`src/design/lmp_map.svh`:
```
// register offsets, field positions, reset values and timing figures
// assumes: included by its bare name from the top module and the bench
`ifndef LMP_MAP_SVH
`define LMP_MAP_SVH
`define LMP_OFS_CLK_CTL 8'h03
`define LMP_OFS_MODE 8'h04
`define LMP_OFS_PAGE 8'h05
`define LMP_OFS_FRAME_FIRST 8'h06
`define LMP_OFS_FRAME_LAST 8'h17
`define LMP_OFS_THRESH 8'h18
`define LMP_OFS_COMP_GRP 8'h19
`define LMP_OFS_FADE 8'h1D
`define LMP_OFS_DUTY_FIRST 8'h1E
`define LMP_OFS_DUTY_LAST 8'h24
`define LMP_OFS_HOLD 8'h25
`define LMP_OFS_STEP_FIRST 8'h26
`define LMP_OFS_STEP_LAST 8'h2C
`define LMP_RST_BYTE 8'h00
`define LMP_NUM_DRV 7
`define LMP_FRAME_BYTES 18
`define LMP_MATRIX_DIM 12
`define LMP_MODE_MELODY 2'h2
`define LMP_PAGE_MELODY 8'h01
`define LMP_BIT_OSC_OUT 6
`define LMP_BIT_EXT_TB 7
`define LMP_BIT_FADE_SLOW 0
`define LMP_BIT_FIREFLY 1
`define LMP_BIT_FADE_BUSY 7
`define LMP_GRP_LSB 4
`define LMP_MULT_QUARTER 2'h1
`define LMP_MULT_DOUBLE 2'h3
`define LMP_DUTY_MAX 6'h3F
`define LMP_CLK_HZ 100000000
`define LMP_OSC_HZ 2400000
`define LMP_STEP_BASE_US 10280
`define LMP_SCAN_TB 8
`define LMP_LEVELS 64'hE0C0A08060402010
`define LMP_GRP_COLS 16'hBA10
`endif

```
`src/design/lmp_pkg.sv`:
```
// types shared by the led effect engine
// assumes: nothing beyond the map header
package lmp_pkg;
  // phases of the firefly sequence
  typedef enum logic [1:0] {
    FF_UP      = 2'b00,
    FF_HOLD_HI = 2'b01,
    FF_DOWN    = 2'b10,
    FF_HOLD_LO = 2'b11
  } lmp_ff_e;
  // one register access from the host interface front end
  typedef struct packed {
    logic wr_en;
    logic [7:0] addr;
    logic [7:0] wdata;
  } lmp_reg_req_s;
endpackage : lmp_pkg

```
`src/design/lmp_top.sv`:
```
// led effect engine: fade pwm, firefly, melody threshold gating, bar meter
// assumes: a host front end delivers decoded byte writes, all inputs are
// synchronous to clk_sys_i, music_level_i is the digitised pin amplitude
// Behaviour
// - duty follows six-bit field in timed steps
// - zero step time applies new duty at once
// - nonzero step time ramps up or down
// - slow bit doubles fade-out step time
// - firefly cycles duty min to max repeatedly
// - global hold multipliers and slow bit
// - melody mode on mode code two
// - melody enable bits per led on page one
// - clock-out bit drives oscillator on pin
// - external bit uses pin as timebase
// - priority external, clock out, then melody
// - internal timebase nominally 2.4 MHz
// - music above threshold gates enabled leds
// - auto mode scans eight levels upward
// - fixed mode keeps first set level
// - brightness trim acts in auto mode only
// - bar meter overrides melody in groups
// - four group enables select fixed columns
// - group leds need frame one enable
// - bar rows light upward with level
`timescale 1ns/100ps
`default_nettype none
`include "lmp_map.svh"
module lmp_top import lmp_pkg::*; #(
  parameter int unsigned NUM_DRV = `LMP_NUM_DRV,
  // quarter of the base step time, in timebase ticks
  parameter int unsigned STEP_QTR_TB =
    (`LMP_STEP_BASE_US * (`LMP_OSC_HZ / 1000)) / 1000 / 4,
  parameter int unsigned SCAN_TB = `LMP_SCAN_TB
) (
  input wire logic clk_sys_i,
  input wire logic rst_n_i,
  input wire lmp_reg_req_s reg_req_i,
  input wire logic [7:0] reg_addr_rd_i,
  output logic [7:0] reg_rdata_o,
  input wire logic timebase_music_pin_i,
  output logic timebase_music_pin_o,
  output logic timebase_music_pin_oe_o,
  input wire logic [7:0] music_level_i,
  output logic [NUM_DRV-1:0] drv_pwm_o,
  output logic [143:0] led_gate_o
);
  localparam int unsigned DIM = `LMP_MATRIX_DIM;
  localparam int unsigned NB = `LMP_FRAME_BYTES;
  // half period of the internal oscillator in system cycles
  localparam int unsigned OSC_HALF = `LMP_CLK_HZ / (2 * `LMP_OSC_HZ);
  localparam logic [63:0] LEVELS = `LMP_LEVELS;
  localparam logic [15:0] GRP_COLS = `LMP_GRP_COLS;

  // register file
  logic [7:0] clk_ctl_q, mode_q, page_q, thr_q, comp_grp_q, fade_q, hold_q;
  logic [7:0] frame_q [NB]; // frame one data
  logic [7:0] mel_q [NB]; // melody enables
  logic [5:0] duty_q [NUM_DRV];
  logic [2:0] dwell_q [NUM_DRV]; // per-driver step time
  // write decode
  wire logic [7:0] wa = reg_req_i.addr;
  wire logic we = reg_req_i.wr_en;
  wire logic in_frame = wa >= `LMP_OFS_FRAME_FIRST && wa <= `LMP_OFS_FRAME_LAST;
  wire logic in_duty = wa >= `LMP_OFS_DUTY_FIRST && wa <= `LMP_OFS_DUTY_LAST;
  wire logic in_step = wa >= `LMP_OFS_STEP_FIRST && wa <= `LMP_OFS_STEP_LAST;
  wire logic [7:0] f_idx = wa - `LMP_OFS_FRAME_FIRST;
  wire logic [7:0] d_idx = wa - `LMP_OFS_DUTY_FIRST;
  wire logic [7:0] s_idx = wa - `LMP_OFS_STEP_FIRST;
  // page one steers frame writes to the melody enables
  wire logic page_mel = page_q == `LMP_PAGE_MELODY;
  // global control fields
  wire logic ext_sel = clk_ctl_q[`LMP_BIT_EXT_TB];
  wire logic osc_out = clk_ctl_q[`LMP_BIT_OSC_OUT];
  wire logic slow = fade_q[`LMP_BIT_FADE_SLOW];
  wire logic ff_en = fade_q[`LMP_BIT_FIREFLY];
  wire logic [1:0] hi_mult = hold_q[1:0]; // shared by all drivers
  wire logic [1:0] lo_mult = hold_q[3:2];
  wire logic [3:0] grp_en = comp_grp_q[`LMP_GRP_LSB +: 4];
  wire logic [2:0] trim = comp_grp_q[2:0];
  // external timebase wins, then clock out, melody last
  wire logic melody_act = mode_q[1:0] == `LMP_MODE_MELODY
                          && !ext_sel && !osc_out;
  // single registers
  always_ff @(posedge clk_sys_i or negedge rst_n_i) begin
    if (!rst_n_i) begin
      clk_ctl_q <= `LMP_RST_BYTE;
      mode_q <= `LMP_RST_BYTE;
      page_q <= `LMP_RST_BYTE;
      thr_q <= `LMP_RST_BYTE;
      comp_grp_q <= `LMP_RST_BYTE;
      fade_q <= `LMP_RST_BYTE;
      hold_q <= `LMP_RST_BYTE;
    end else if (we) begin
      case (wa)
        `LMP_OFS_CLK_CTL: clk_ctl_q <= reg_req_i.wdata;
        `LMP_OFS_MODE: mode_q <= reg_req_i.wdata;
        `LMP_OFS_PAGE: page_q <= reg_req_i.wdata;
        `LMP_OFS_THRESH: thr_q <= reg_req_i.wdata;
        `LMP_OFS_COMP_GRP: comp_grp_q <= reg_req_i.wdata;
        `LMP_OFS_FADE: fade_q <= reg_req_i.wdata;
        `LMP_OFS_HOLD: hold_q <= reg_req_i.wdata;
        default: ;
      endcase
    end
  end
  // register arrays
  always_ff @(posedge clk_sys_i or negedge rst_n_i) begin
    if (!rst_n_i) begin
      for (int k = 0; k < NB; k++) begin
        frame_q[k] <= `LMP_RST_BYTE;
        mel_q[k] <= `LMP_RST_BYTE;
      end
      for (int k = 0; k < NUM_DRV; k++) begin
        duty_q[k] <= 6'h00;
        dwell_q[k] <= 3'h0;
      end
    end else if (we) begin
      for (int k = 0; k < NB; k++) begin
        if (in_frame && f_idx == 8'(k) && page_mel) mel_q[k] <= reg_req_i.wdata;
        if (in_frame && f_idx == 8'(k) && !page_mel) frame_q[k] <= reg_req_i.wdata;
      end
      for (int k = 0; k < NUM_DRV; k++) begin
        if (in_duty && d_idx == 8'(k)) duty_q[k] <= reg_req_i.wdata[5:0];
        if (in_step && s_idx == 8'(k)) dwell_q[k] <= reg_req_i.wdata[2:0];
      end
    end
  end
  // read mux; busy flag shows whether any driver is still moving
  logic [NUM_DRV-1:0] busy_w;
  wire logic [7:0] ra = reg_addr_rd_i;
  wire logic [7:0] rf = ra - `LMP_OFS_FRAME_FIRST;
  wire logic [7:0] rd = ra - `LMP_OFS_DUTY_FIRST;
  wire logic [7:0] rs = ra - `LMP_OFS_STEP_FIRST;
  wire logic r_frame = ra >= `LMP_OFS_FRAME_FIRST && ra <= `LMP_OFS_FRAME_LAST;
  wire logic r_duty = ra >= `LMP_OFS_DUTY_FIRST && ra <= `LMP_OFS_DUTY_LAST;
  wire logic r_step = ra >= `LMP_OFS_STEP_FIRST && ra <= `LMP_OFS_STEP_LAST;
  wire logic [7:0] fade_rd = {|busy_w, fade_q[6:0]};
  wire logic [7:0] frame_rd = page_mel ? mel_q[rf[4:0]] : frame_q[rf[4:0]];
  wire logic [7:0] duty_rd = {2'b00, duty_q[rd[2:0]]};
  wire logic [7:0] step_rd = {5'b00000, dwell_q[rs[2:0]]};
  wire logic [7:0] rdata_w = r_frame ? frame_rd : r_duty ? duty_rd :
    r_step ? step_rd : ra == `LMP_OFS_CLK_CTL ? clk_ctl_q :
    ra == `LMP_OFS_MODE ? mode_q : ra == `LMP_OFS_PAGE ? page_q :
    ra == `LMP_OFS_THRESH ? thr_q : ra == `LMP_OFS_COMP_GRP ? comp_grp_q :
    ra == `LMP_OFS_FADE ? fade_rd :
    ra == `LMP_OFS_HOLD ? hold_q : 8'h00; // unmapped reads zero

  // timebase: internal oscillator model or external pin edges
  logic [7:0] osc_cnt_q;
  logic osc_q, pin_q;
  logic [15:0] qcnt_q;
  logic [7:0] scnt_q;
  wire logic osc_wrap = osc_cnt_q == 8'(OSC_HALF - 1);
  wire logic osc_rise = osc_wrap && !osc_q;
  wire logic ext_rise = timebase_music_pin_i && !pin_q;
  wire logic tb_tick = ext_sel ? ext_rise : osc_rise;
  wire logic qtick = tb_tick && qcnt_q == 16'(STEP_QTR_TB - 1);
  wire logic stick = tb_tick && scnt_q == 8'(SCAN_TB - 1);

  // dividers; pin sampled as a plain synchronous input
  always_ff @(posedge clk_sys_i or negedge rst_n_i) begin
    if (!rst_n_i) begin
      osc_cnt_q <= 8'h00;
      osc_q <= 1'b0;
      pin_q <= 1'b0;
      qcnt_q <= 16'h0000;
      scnt_q <= 8'h00;
    end else begin
      osc_cnt_q <= osc_wrap ? 8'h00 : osc_cnt_q + 8'h01;
      osc_q <= osc_wrap ? !osc_q : osc_q;
      pin_q <= timebase_music_pin_i;
      if (tb_tick) qcnt_q <= qtick ? 16'h0000 : qcnt_q + 16'h0001;
      if (tb_tick) scnt_q <= stick ? 8'h00 : scnt_q + 8'h01;
    end
  end
  // pin drives the oscillator only when not used as external timebase
  assign timebase_music_pin_oe_o = osc_out && !ext_sel;

  // threshold selection
  logic [2:0] scan_q, fix_q, hold_cnt_q;
  logic fix_vld_q;
  logic [2:0] first_w;
  wire logic auto_w = thr_q == 8'h00; // auto is the default
  wire logic [2:0] lvl_idx = auto_w ? scan_q : fix_q;
  wire logic cmp_w = music_level_i > LEVELS[{lvl_idx, 3'b000} +: 8];
  // trim only stretches on-time while the levels are being scanned
  wire logic mel_gate = cmp_w || (auto_w && hold_cnt_q != 3'h0);

  // lowest set bit of the threshold field
  always_comb begin
    first_w = 3'h0;
    for (int k = 7; k >= 0; k--) begin
      if (thr_q[k]) first_w = 3'(k);
    end
  end

  // level scan, fixed level latch, trim stretch
  always_ff @(posedge clk_sys_i or negedge rst_n_i) begin
    if (!rst_n_i) begin
      scan_q <= 3'h0;
      fix_q <= 3'h0;
      fix_vld_q <= 1'b0;
      hold_cnt_q <= 3'h0;
    end else begin
      if (melody_act && auto_w && stick) scan_q <= scan_q + 3'h1;
      if (auto_w) fix_vld_q <= 1'b0;
      else if (!fix_vld_q) begin
        fix_q <= first_w; // later bits are ignored
        fix_vld_q <= 1'b1;
      end
      if (cmp_w && stick) hold_cnt_q <= trim;
      else if (stick && hold_cnt_q != 3'h0) hold_cnt_q <= hold_cnt_q - 3'h1;
    end
  end

  // bar meter rows: lowest level that lights each row, A=0 .. L=11
  function automatic logic [2:0] row_level(input int unsigned r);
    case (r)
      0: row_level = 3'h7;
      1: row_level = 3'h6;
      2: row_level = 3'h5;
      3: row_level = 3'h4;
      4, 5: row_level = 3'h3;
      6, 7: row_level = 3'h2;
      8, 9: row_level = 3'h1;
      default: row_level = 3'h0;
    endcase
  endfunction

  // led gating matrix
  logic [143:0] gate_w;
  logic [143:0] gate_q;
  for (genvar r = 0; r < DIM; r++) begin : g_row
    wire logic lit = music_level_i >
      LEVELS[{row_level(r), 3'b000} +: 8];
    for (genvar c = 0; c < DIM; c++) begin : g_col
      localparam int unsigned N = r * DIM + c;
      wire logic fb = frame_q[N / 8][N % 8];
      wire logic mb = mel_q[N / 8][N % 8];
      wire logic in_grp = (grp_en[0] && GRP_COLS[3:0] == 4'(c))
        || (grp_en[1] && GRP_COLS[7:4] == 4'(c))
        || (grp_en[2] && GRP_COLS[11:8] == 4'(c))
        || (grp_en[3] && GRP_COLS[15:12] == 4'(c));
      wire logic bar = in_grp && fb;
      assign gate_w[N] = !melody_act ? fb :
        bar ? lit :
        mb ? mel_gate : fb;
    end
  end

  // free-running pwm phase
  logic [5:0] pwm_cnt_q;
  logic [NUM_DRV-1:0] pwm_q;
  logic [5:0] cur_all [NUM_DRV]; // current duty of every driver

  // fade and firefly engines, one per driver
  for (genvar i = 0; i < NUM_DRV; i++) begin : g_drv
    logic [5:0] cur_q, cur_d, cnt_q, len_w;
    lmp_ff_e ph_q, ph_d;
    wire logic [2:0] dwell = dwell_q[i] == 3'h0 ? 3'h1 : dwell_q[i];
    wire logic down = ff_en ? ph_q == FF_DOWN : cur_q > duty_q[i];
    // step lengths in quarter steps; 01 is x0.25, 11 is x2
    wire logic [5:0] hi_len = hi_mult == `LMP_MULT_QUARTER ? {3'h0, dwell} :
      hi_mult == `LMP_MULT_DOUBLE ? {dwell, 3'h0} : {1'b0, dwell, 2'h0};
    wire logic [5:0] lo_len = lo_mult == `LMP_MULT_QUARTER ? {3'h0, dwell} :
      lo_mult == `LMP_MULT_DOUBLE ? {dwell, 3'h0} : {1'b0, dwell, 2'h0};
    assign len_w = (ff_en && ph_q == FF_HOLD_HI) ? hi_len :
      (ff_en && ph_q == FF_HOLD_LO) ? lo_len :
      (down && slow) ? {dwell, 3'h0} : {1'b0, dwell, 2'h0};
    wire logic step = qtick && cnt_q + 6'h01 >= len_w;
    assign busy_w[i] = cur_q != duty_q[i];
    assign cur_all[i] = cur_q; // tap for the pwm comparator

    // next duty and phase
    always_comb begin
      cur_d = cur_q;
      ph_d = ph_q;
      if (!ff_en) begin
        ph_d = FF_UP;
        if (dwell_q[i] == 3'h0) cur_d = duty_q[i];
        else if (step && cur_q < duty_q[i]) cur_d = cur_q + 6'h01;
        else if (step && cur_q > duty_q[i]) cur_d = cur_q - 6'h01;
      end else if (step) begin
        case (ph_q)
          FF_UP: if (cur_q == `LMP_DUTY_MAX) ph_d = FF_HOLD_HI;
                 else cur_d = cur_q + 6'h01;
          FF_HOLD_HI: ph_d = FF_DOWN;
          FF_DOWN: if (cur_q == 6'h00) ph_d = FF_HOLD_LO;
                   else cur_d = cur_q - 6'h01;
          FF_HOLD_LO: ph_d = FF_UP;
          default: ph_d = FF_UP;
        endcase
      end
    end

    // step timer restarts whenever a step completes
    always_ff @(posedge clk_sys_i or negedge rst_n_i) begin
      if (!rst_n_i) begin
        cur_q <= 6'h00;
        cnt_q <= 6'h00;
        ph_q <= FF_UP;
      end else begin
        cur_q <= cur_d;
        ph_q <= ph_d;
        if (step || (!ff_en && !busy_w[i])) cnt_q <= 6'h00;
        else if (qtick) cnt_q <= cnt_q + 6'h01;
      end
    end

    imm_duty_a: assert property (@(posedge clk_sys_i) disable iff (!rst_n_i)
      (!ff_en && dwell_q[i] == 3'h0) |=> cur_q == $past(duty_q[i]))
      else $error("duty not applied at once");
    fade_step_a: assert property (@(posedge clk_sys_i) disable iff (!rst_n_i)
      (!ff_en && dwell_q[i] != 3'h0 && cur_q < duty_q[i])
      |=> (cur_q == $past(cur_q) || cur_q == $past(cur_q) + 6'h01))
      else $error("fade-in moved by more than one");
    slow_len_a: assert property (@(posedge clk_sys_i) disable iff (!rst_n_i)
      (!ff_en && slow && cur_q > duty_q[i] && dwell_q[i] != 3'h0)
      |-> len_w == {dwell_q[i], 3'h0})
      else $error("slow fade-out length wrong");
    ff_top_a: assert property (@(posedge clk_sys_i) disable iff (!rst_n_i)
      (ff_en && ph_q == FF_UP && cur_q == `LMP_DUTY_MAX && step)
      |=> ph_q == FF_HOLD_HI && cur_q == `LMP_DUTY_MAX)
      else $error("firefly did not hold at top");
  end

  // output registers
  always_ff @(posedge clk_sys_i or negedge rst_n_i) begin
    if (!rst_n_i) begin
      pwm_cnt_q <= 6'h00;
      pwm_q <= '0;
      gate_q <= '0;
      reg_rdata_o <= 8'h00;
      timebase_music_pin_o <= 1'b0;
    end else begin
      pwm_cnt_q <= pwm_cnt_q + 6'h01;
      for (int k = 0; k < NUM_DRV; k++) pwm_q[k] <= cur_all[k] > pwm_cnt_q;
      gate_q <= gate_w;
      reg_rdata_o <= rdata_w;
      timebase_music_pin_o <= osc_q;
    end
  end
  assign drv_pwm_o = pwm_q;
  assign led_gate_o = gate_q;

  prio_mel_a: assert property (@(posedge clk_sys_i) disable iff (!rst_n_i)
    (ext_sel || osc_out) |-> !melody_act)
    else $error("melody active despite clock use of pin");
  pin_drive_a: assert property (@(posedge clk_sys_i) disable iff (!rst_n_i)
    timebase_music_pin_oe_o |-> (osc_out && !ext_sel))
    else $error("pin driven while not in clock-out");
  fix_keep_a: assert property (@(posedge clk_sys_i) disable iff (!rst_n_i)
    (fix_vld_q && !auto_w && $past(fix_vld_q)) |-> $stable(fix_q))
    else $error("fixed level changed after latch");
  scan_hold_a: assert property (@(posedge clk_sys_i) disable iff (!rst_n_i)
    (!auto_w || !melody_act) |=> scan_q == $past(scan_q))
    else $error("level scan moved outside auto melody");
  bar_row_a: assert property (@(posedge clk_sys_i) disable iff (!rst_n_i)
    (melody_act && grp_en[0] && frame_q[132 / 8][132 % 8]
     && music_level_i <= LEVELS[7:0])
    |=> !led_gate_o[132])
    else $error("bottom bar row lit below level one");
endmodule : lmp_top
`default_nettype wire

```
`config.mk`:
```
export PLATFORM = sky130hd
export DESIGN_NAME = lmp_top
export DESIGN_NICKNAME = d
export VERILOG_FILES = /design/src/design/lmp_pkg.sv /design/src/design/lmp_top.sv
export VERILOG_INCLUDE_DIRS = /design/src /design/src/design
export SDC_FILE = /design/constraint.sdc
export NUM_CORES = 2
export LEC_CHECK = 0
export BUFFER_PORTS_ARGS = -buffer_cell sky130_fd_sc_hd__buf_2
export CAP_MARGIN = 30
export CORE_AREA = 3 3 321 260
export DETAILED_ROUTE_END_ITERATION = 7
export DIE_AREA = 0 0 324 263
export PLACE_DENSITY = 0.69
export SYNTH_ARGS = -nofsm -noshare
export SYNTH_HDL_FRONTEND = slang
export SYNTH_SLANG_ARGS = --single-unit
```
`constraint.sdc`:
```
create_clock -name clk_sys_i -period 5.4 [get_ports clk_sys_i]
set_clock_uncertainty 0.15 [all_clocks]
set_input_delay 0.81 -clock clk_sys_i [delete_from_list [all_inputs] [get_ports clk_sys_i]]
set_output_delay 0.81 -clock clk_sys_i [all_outputs]
set_load 0.03 [all_outputs]
```
==> results_tabular.tex <==
\begin{tabular}{lr}
\hline
Metric & Value \\
\hline
\multicolumn{2}{l}{\textbf{Worst setup path}} \\
\quad Reg2reg start & g\_drv[0].cur\_q[3] \\
\quad Max stage delay cell, worst path & sky130\_fd\_sc\_hd\_\_dfrtp\_1 \\
\quad Kind of critical path & flop to flop \\
\quad Reg2reg end & g\_drv[0].cur\_q[3] \\
\quad Required time at the endpoint of the critical path & 5820 ps \\
\quad Crit-path cells & ha\_1, a21o\_1, a21o\_1, a221oi\_1, o21ai\_0, a22o\_1, o211ai\_1, nand2\_1, ha\_1, a21o\_1, a31oi\_1, o21ai\_0, nand3\_1, nor4\_1, a31oi\_1, a221o\_1, nand2\_1 \\
\quad Crit path max fanout & 13 \\
\quad Longest individual stage delay on the worst path & 610 ps \\
\quad Startpoint type of the worst setup path & flop \\
\quad Data arrival time of the critical path & 5410 ps \\
\quad R2R cell count & 17 \\
\quad Worst Setup End Kind & flop \\
\quad Cell repeated most along the worst path & sky130\_fd\_sc\_hd\_\_a21o\_1 \\
\quad Setup slack on the worst flop-to-flop path & 410 ps \\
\multicolumn{2}{l}{\textbf{Status}} \\
\quad Run status & finished, final reports clean \\
\multicolumn{2}{l}{\textbf{CTS}} \\
\quad Clk root buf & sky130\_fd\_sc\_hd\_\_clkbuf\_16 \\
\quad Clock Sink Count & 714 \\
\quad Total of hold buffers inserted after clock tree synthesis & 0 \\
\quad PostCTS Resize Cnt & 0 \\
\quad CTS tree & yes \\
\quad Total number of H-tree levels & 3 \\
\quad Setup Fix Bufs, Post-CTS & 0 \\
\quad Number of buffers added by the clock tree synthesis step & 74 \\
\quad Clock latency on the worst-skew pair & 650 ps \\
\quad Maximum number of buffers from clock root to sink & 3 \\
\quad Clock transition at path regs & 60 ps \\
\multicolumn{2}{l}{\textbf{Placed design}} \\
\quad Cell Area, Placed & 42030 µm² \\
\quad HPWL reported at the end of detailed placement & 80920 µm \\
\quad Port buffer count & 196 \\
\quad Routability Congestion & 0.9118 \\
\multicolumn{2}{l}{\textbf{Yosys}} \\
\quad Synthesized netlist net count & 3890 \\
\quad Netlist cell types & 100 \\
\quad Number of register bits inferred by synthesis & 714 \\
\quad Prevailing post-synth register cell & sky130\_fd\_sc\_hd\_\_dfrtp\_1 \\
\quad Netlist Area Pre-Place & 40040 µm² \\
\quad Number of flops mapped to enable cells by yosys & 0 \\
\quad Average size of a mapped cell & 10.95 µm² \\
\quad Ys async rst share & 100.0\% \\
\quad Post-synth top area share & 44.63\% \\
\quad Post-synthesis sequential area ratio & 44.63\% \\
\quad Dominant cells by area after synthesis & sky130\_fd\_sc\_hd\_\_dfrtp\_1 (45\%), sky130\_fd\_sc\_hd\_\_mux2\_2 (11\%), sky130\_fd\_sc\_hd\_\_ha\_1 (6.2\%), sky130\_fd\_sc\_hd\_\_mux4\_2 (5.5\%), sky130\_fd\_sc\_hd\_\_a21oi\_1 (2.9\%) \\
\quad Yosys warnings & 0 \\
\quad Area leader, netlist & sky130\_fd\_sc\_hd\_\_dfrtp\_1 \\
\quad Count of mapped cells out of synthesis & 3655 \\
\multicolumn{2}{l}{\textbf{Timing}} \\
\quad Transition time of the tightest slew-check pin & 1227 ps \\
\quad Number of pins with negative max-slew slack in the final report & 0 \\
\quad Worst slew margin relative to its limit & 18.18\% \\
\quad Number of setup violations in the final report & 0 \\
\quad Final clock period utilization by the worst path & 92.46\% \\
\quad Clock period minus final worst setup slack & 4993 ps \\
\quad Setup repair after global routing missed its margin & no \\
\quad Final hold violation count & 0 \\
\quad Achievable Freq & 200.3 MHz \\
\quad Setup TNS & 0 ps \\
\multicolumn{2}{l}{\textbf{Floorplan}} \\
\quad Die Outline Area & 85210 µm² \\
\quad Site row count & 93 \\
\quad Num ports & 197 \\
\quad Die width & 324 µm \\
\quad Chip height & 263 µm \\
\quad Effective utilization at floorplan & 49.86\% \\
\quad Core Footprint & 80290 µm² \\
\multicolumn{2}{l}{\textbf{Drt}} \\
\quad Via density & 6.347 \\
\quad Routed Antenna Nets & 0 \\
\quad First-pass detailed-route iteration total & 6 \\
\quad Vias & 31030 \\
\quad Drt wl/cell & 24.49 µm \\
\quad Post-detailed-route DRC marker count & 0 \\
\quad First DRT Iteration DRCs & 3422 \\
\quad Wire length after detailed routing & 119700 µm \\
\multicolumn{2}{l}{\textbf{Global routing}} \\
\quad Via count of the first global-routing pass & 29370 \\
\quad Antenna violations before repair & 14 \\
\quad GRT Total Usage & 27.70\% \\
\quad Global-route wire length before repair & 181800 µm \\
\quad Grt total ovfl & 0 \\
\quad Largest net degree at the start of global routing & 196 \\
\multicolumn{2}{l}{\textbf{Job}} \\
\quad Number of maximum-capacitance violations & 0 \\
\multicolumn{2}{l}{\textbf{Finish}} \\
\quad Leading cell types in the layout, fill and taps excluded & sky130\_fd\_sc\_hd\_\_dfrtp\_1 (713), sky130\_fd\_sc\_hd\_\_mux2\_2 (388), sky130\_fd\_sc\_hd\_\_nand2\_1 (257), sky130\_fd\_sc\_hd\_\_a21oi\_1 (228), sky130\_fd\_sc\_hd\_\_nor2\_1 (205) \\
\quad Share of final-layout standard cells stronger than drive strength 1 & 24.30\% \\
\quad Most common cell after layout, fill and taps aside & sky130\_fd\_sc\_hd\_\_dfrtp\_1 \\
\quad Area grow syn2layout & 11.97\% \\
\quad Nets@finish & 4007 \\
\quad Layout Cell Area excl Fill & 44830 µm² \\
\multicolumn{2}{l}{\textbf{Pwr}} \\
\quad Total leakage power & 21.22 nW \\
\quad Largest voltage drop on the vdd net & 0.2350 mV \\
\quad Power per standard cell area & 330.6 nW/µm² \\
\multicolumn{2}{l}{\textbf{Worst hold path}} \\
\quad Type of the most critical hold path & input pin to async pin \\
\hline
\end{tabular}
[power breakdown]
group | switching, W | leakage [nW] | internal, W | total, W
Sequential | 0.000417 | 9.71 | 0.00562 | 0.00604
Clock | 0.00231 | 1.33 | 0.00347 | 0.00578
Combinational | 0.00188 | 10.2 | 0.00113 | 0.00300
[per-layer routing]
metal / vias to the layer above / GRT usage [%] / share of wire, %
met5: - / 0 / 0.058
met4: 10 / 7.514 / 2.5
met3: 206 / 7.763 / 11
met2: 1405 / 38.98 / 43
met1: 15590 / 41.72 / 44
li1: 13830 / - / -
[layout make-up]
class,instances,area (µm²)
Inverter,114,427.9
Antenna cell,12,30.03
Multi-Input combinational cell,2602,20810
Clock buffer,95,2074
Clock inverter,41,664.4
Fill cell,6713,35460
Sequential cell,714,17870
Tap cell,1045,1308
Timing Repair Buffer,266,1643
[synth_stat cells (79+ instances only)]
library cell	count
sky130_fd_sc_hd__a21oi_1	228
sky130_fd_sc_hd__a31oi_1	125
sky130_fd_sc_hd__clkbuf_1	148
sky130_fd_sc_hd__dfrtp_1	714
sky130_fd_sc_hd__ha_1	199
sky130_fd_sc_hd__inv_1	113
sky130_fd_sc_hd__mux2_2	388
sky130_fd_sc_hd__mux4_2	97
sky130_fd_sc_hd__nand2_1	257
sky130_fd_sc_hd__nand3_1	103
sky130_fd_sc_hd__nor2_1	205
sky130_fd_sc_hd__o21ai_0	124
sky130_fd_sc_hd__xor2_1	79
[flip-flops by register name, summed over array words and instances, names as in the netlist, 6 cells and up]
name	cells
frame_q	144
pwm_cnt_q	6
g_drv.cnt_q	42
clk_ctl_q	8
scnt_q	8
g_drv.ph_q	14
drv_pwm_o	7
mode_q	8
g_drv.cur_q	42
fade_q	7
led_gate_o	144
g_row.g_col.mb	144
qcnt_q	16
comp_grp_q	8
hold_q	8
osc_cnt_q	8
dwell_q	21
duty_q	42
page_q	8
thr_q	8
reg_rdata_o	8
[worst max-delay path by stage]
stage	from	depth (start not counted)	slack [ps]	endpoint
after detailed placement	g_drv[0].cur_q[3]	17	620	g_drv[0].cur_q[3]
after global placement	g_drv[0].cur_q[3]	17	670	g_drv[0].cur_q[3]
after floorplan	g_drv[5].cur_q[0]	20	1210	g_drv[5].cur_q[5]
final	g_drv[0].cur_q[3]	17	410	g_drv[0].cur_q[3]
after global routing	g_drv[0].cur_q[3]	17	100	g_drv[0].cur_q[2]
after CTS	g_drv[0].cur_q[3]	17	580	g_drv[0].cur_q[3]
[per-stage QoR]
stage                     std cells  setup WS (ps)  util (%)  power, W  hold WS (ps)
after global placement         4738          671.8     52.35  0.008997         307.3
after global routing           4879          95.37     55.80   0.01546         130.2
after detailed placement       4738          615.2     52.35  0.009062         310.6
after floorplan                3655           1205         -  0.008143         288.1
final                          4889          407.4     55.83   0.01482         84.80
after CTS                      4874          575.8     55.76   0.01483         97.87
[worst max-delay path: cells and delay by family (launching register included)]
kind / cells / cell delay [ps]
AOI/OAI and AO/OA: 11 / 2550
and+or+nand+nor: 4 / 990
adders and majority gates: 2 / 640
DFF: 1 / 610
[cell families (layout without fill, tap and decap cells)]
logic type	count (synthesis)	in the layout	share of synthesized area [%]
xor gates and xnor gates	145	145	3.191
buffers and inverters	339	516	3.456
and+or+nand+nor	916	916	11.63
other	0	12	0
AOI/OAI and AO/OA	810	810	13.32
adders and majority gates	199	199	6.219
muxes	532	532	17.55
DFF	714	714	44.63
No activity file was read; power rests on OpenSTA's default activity.
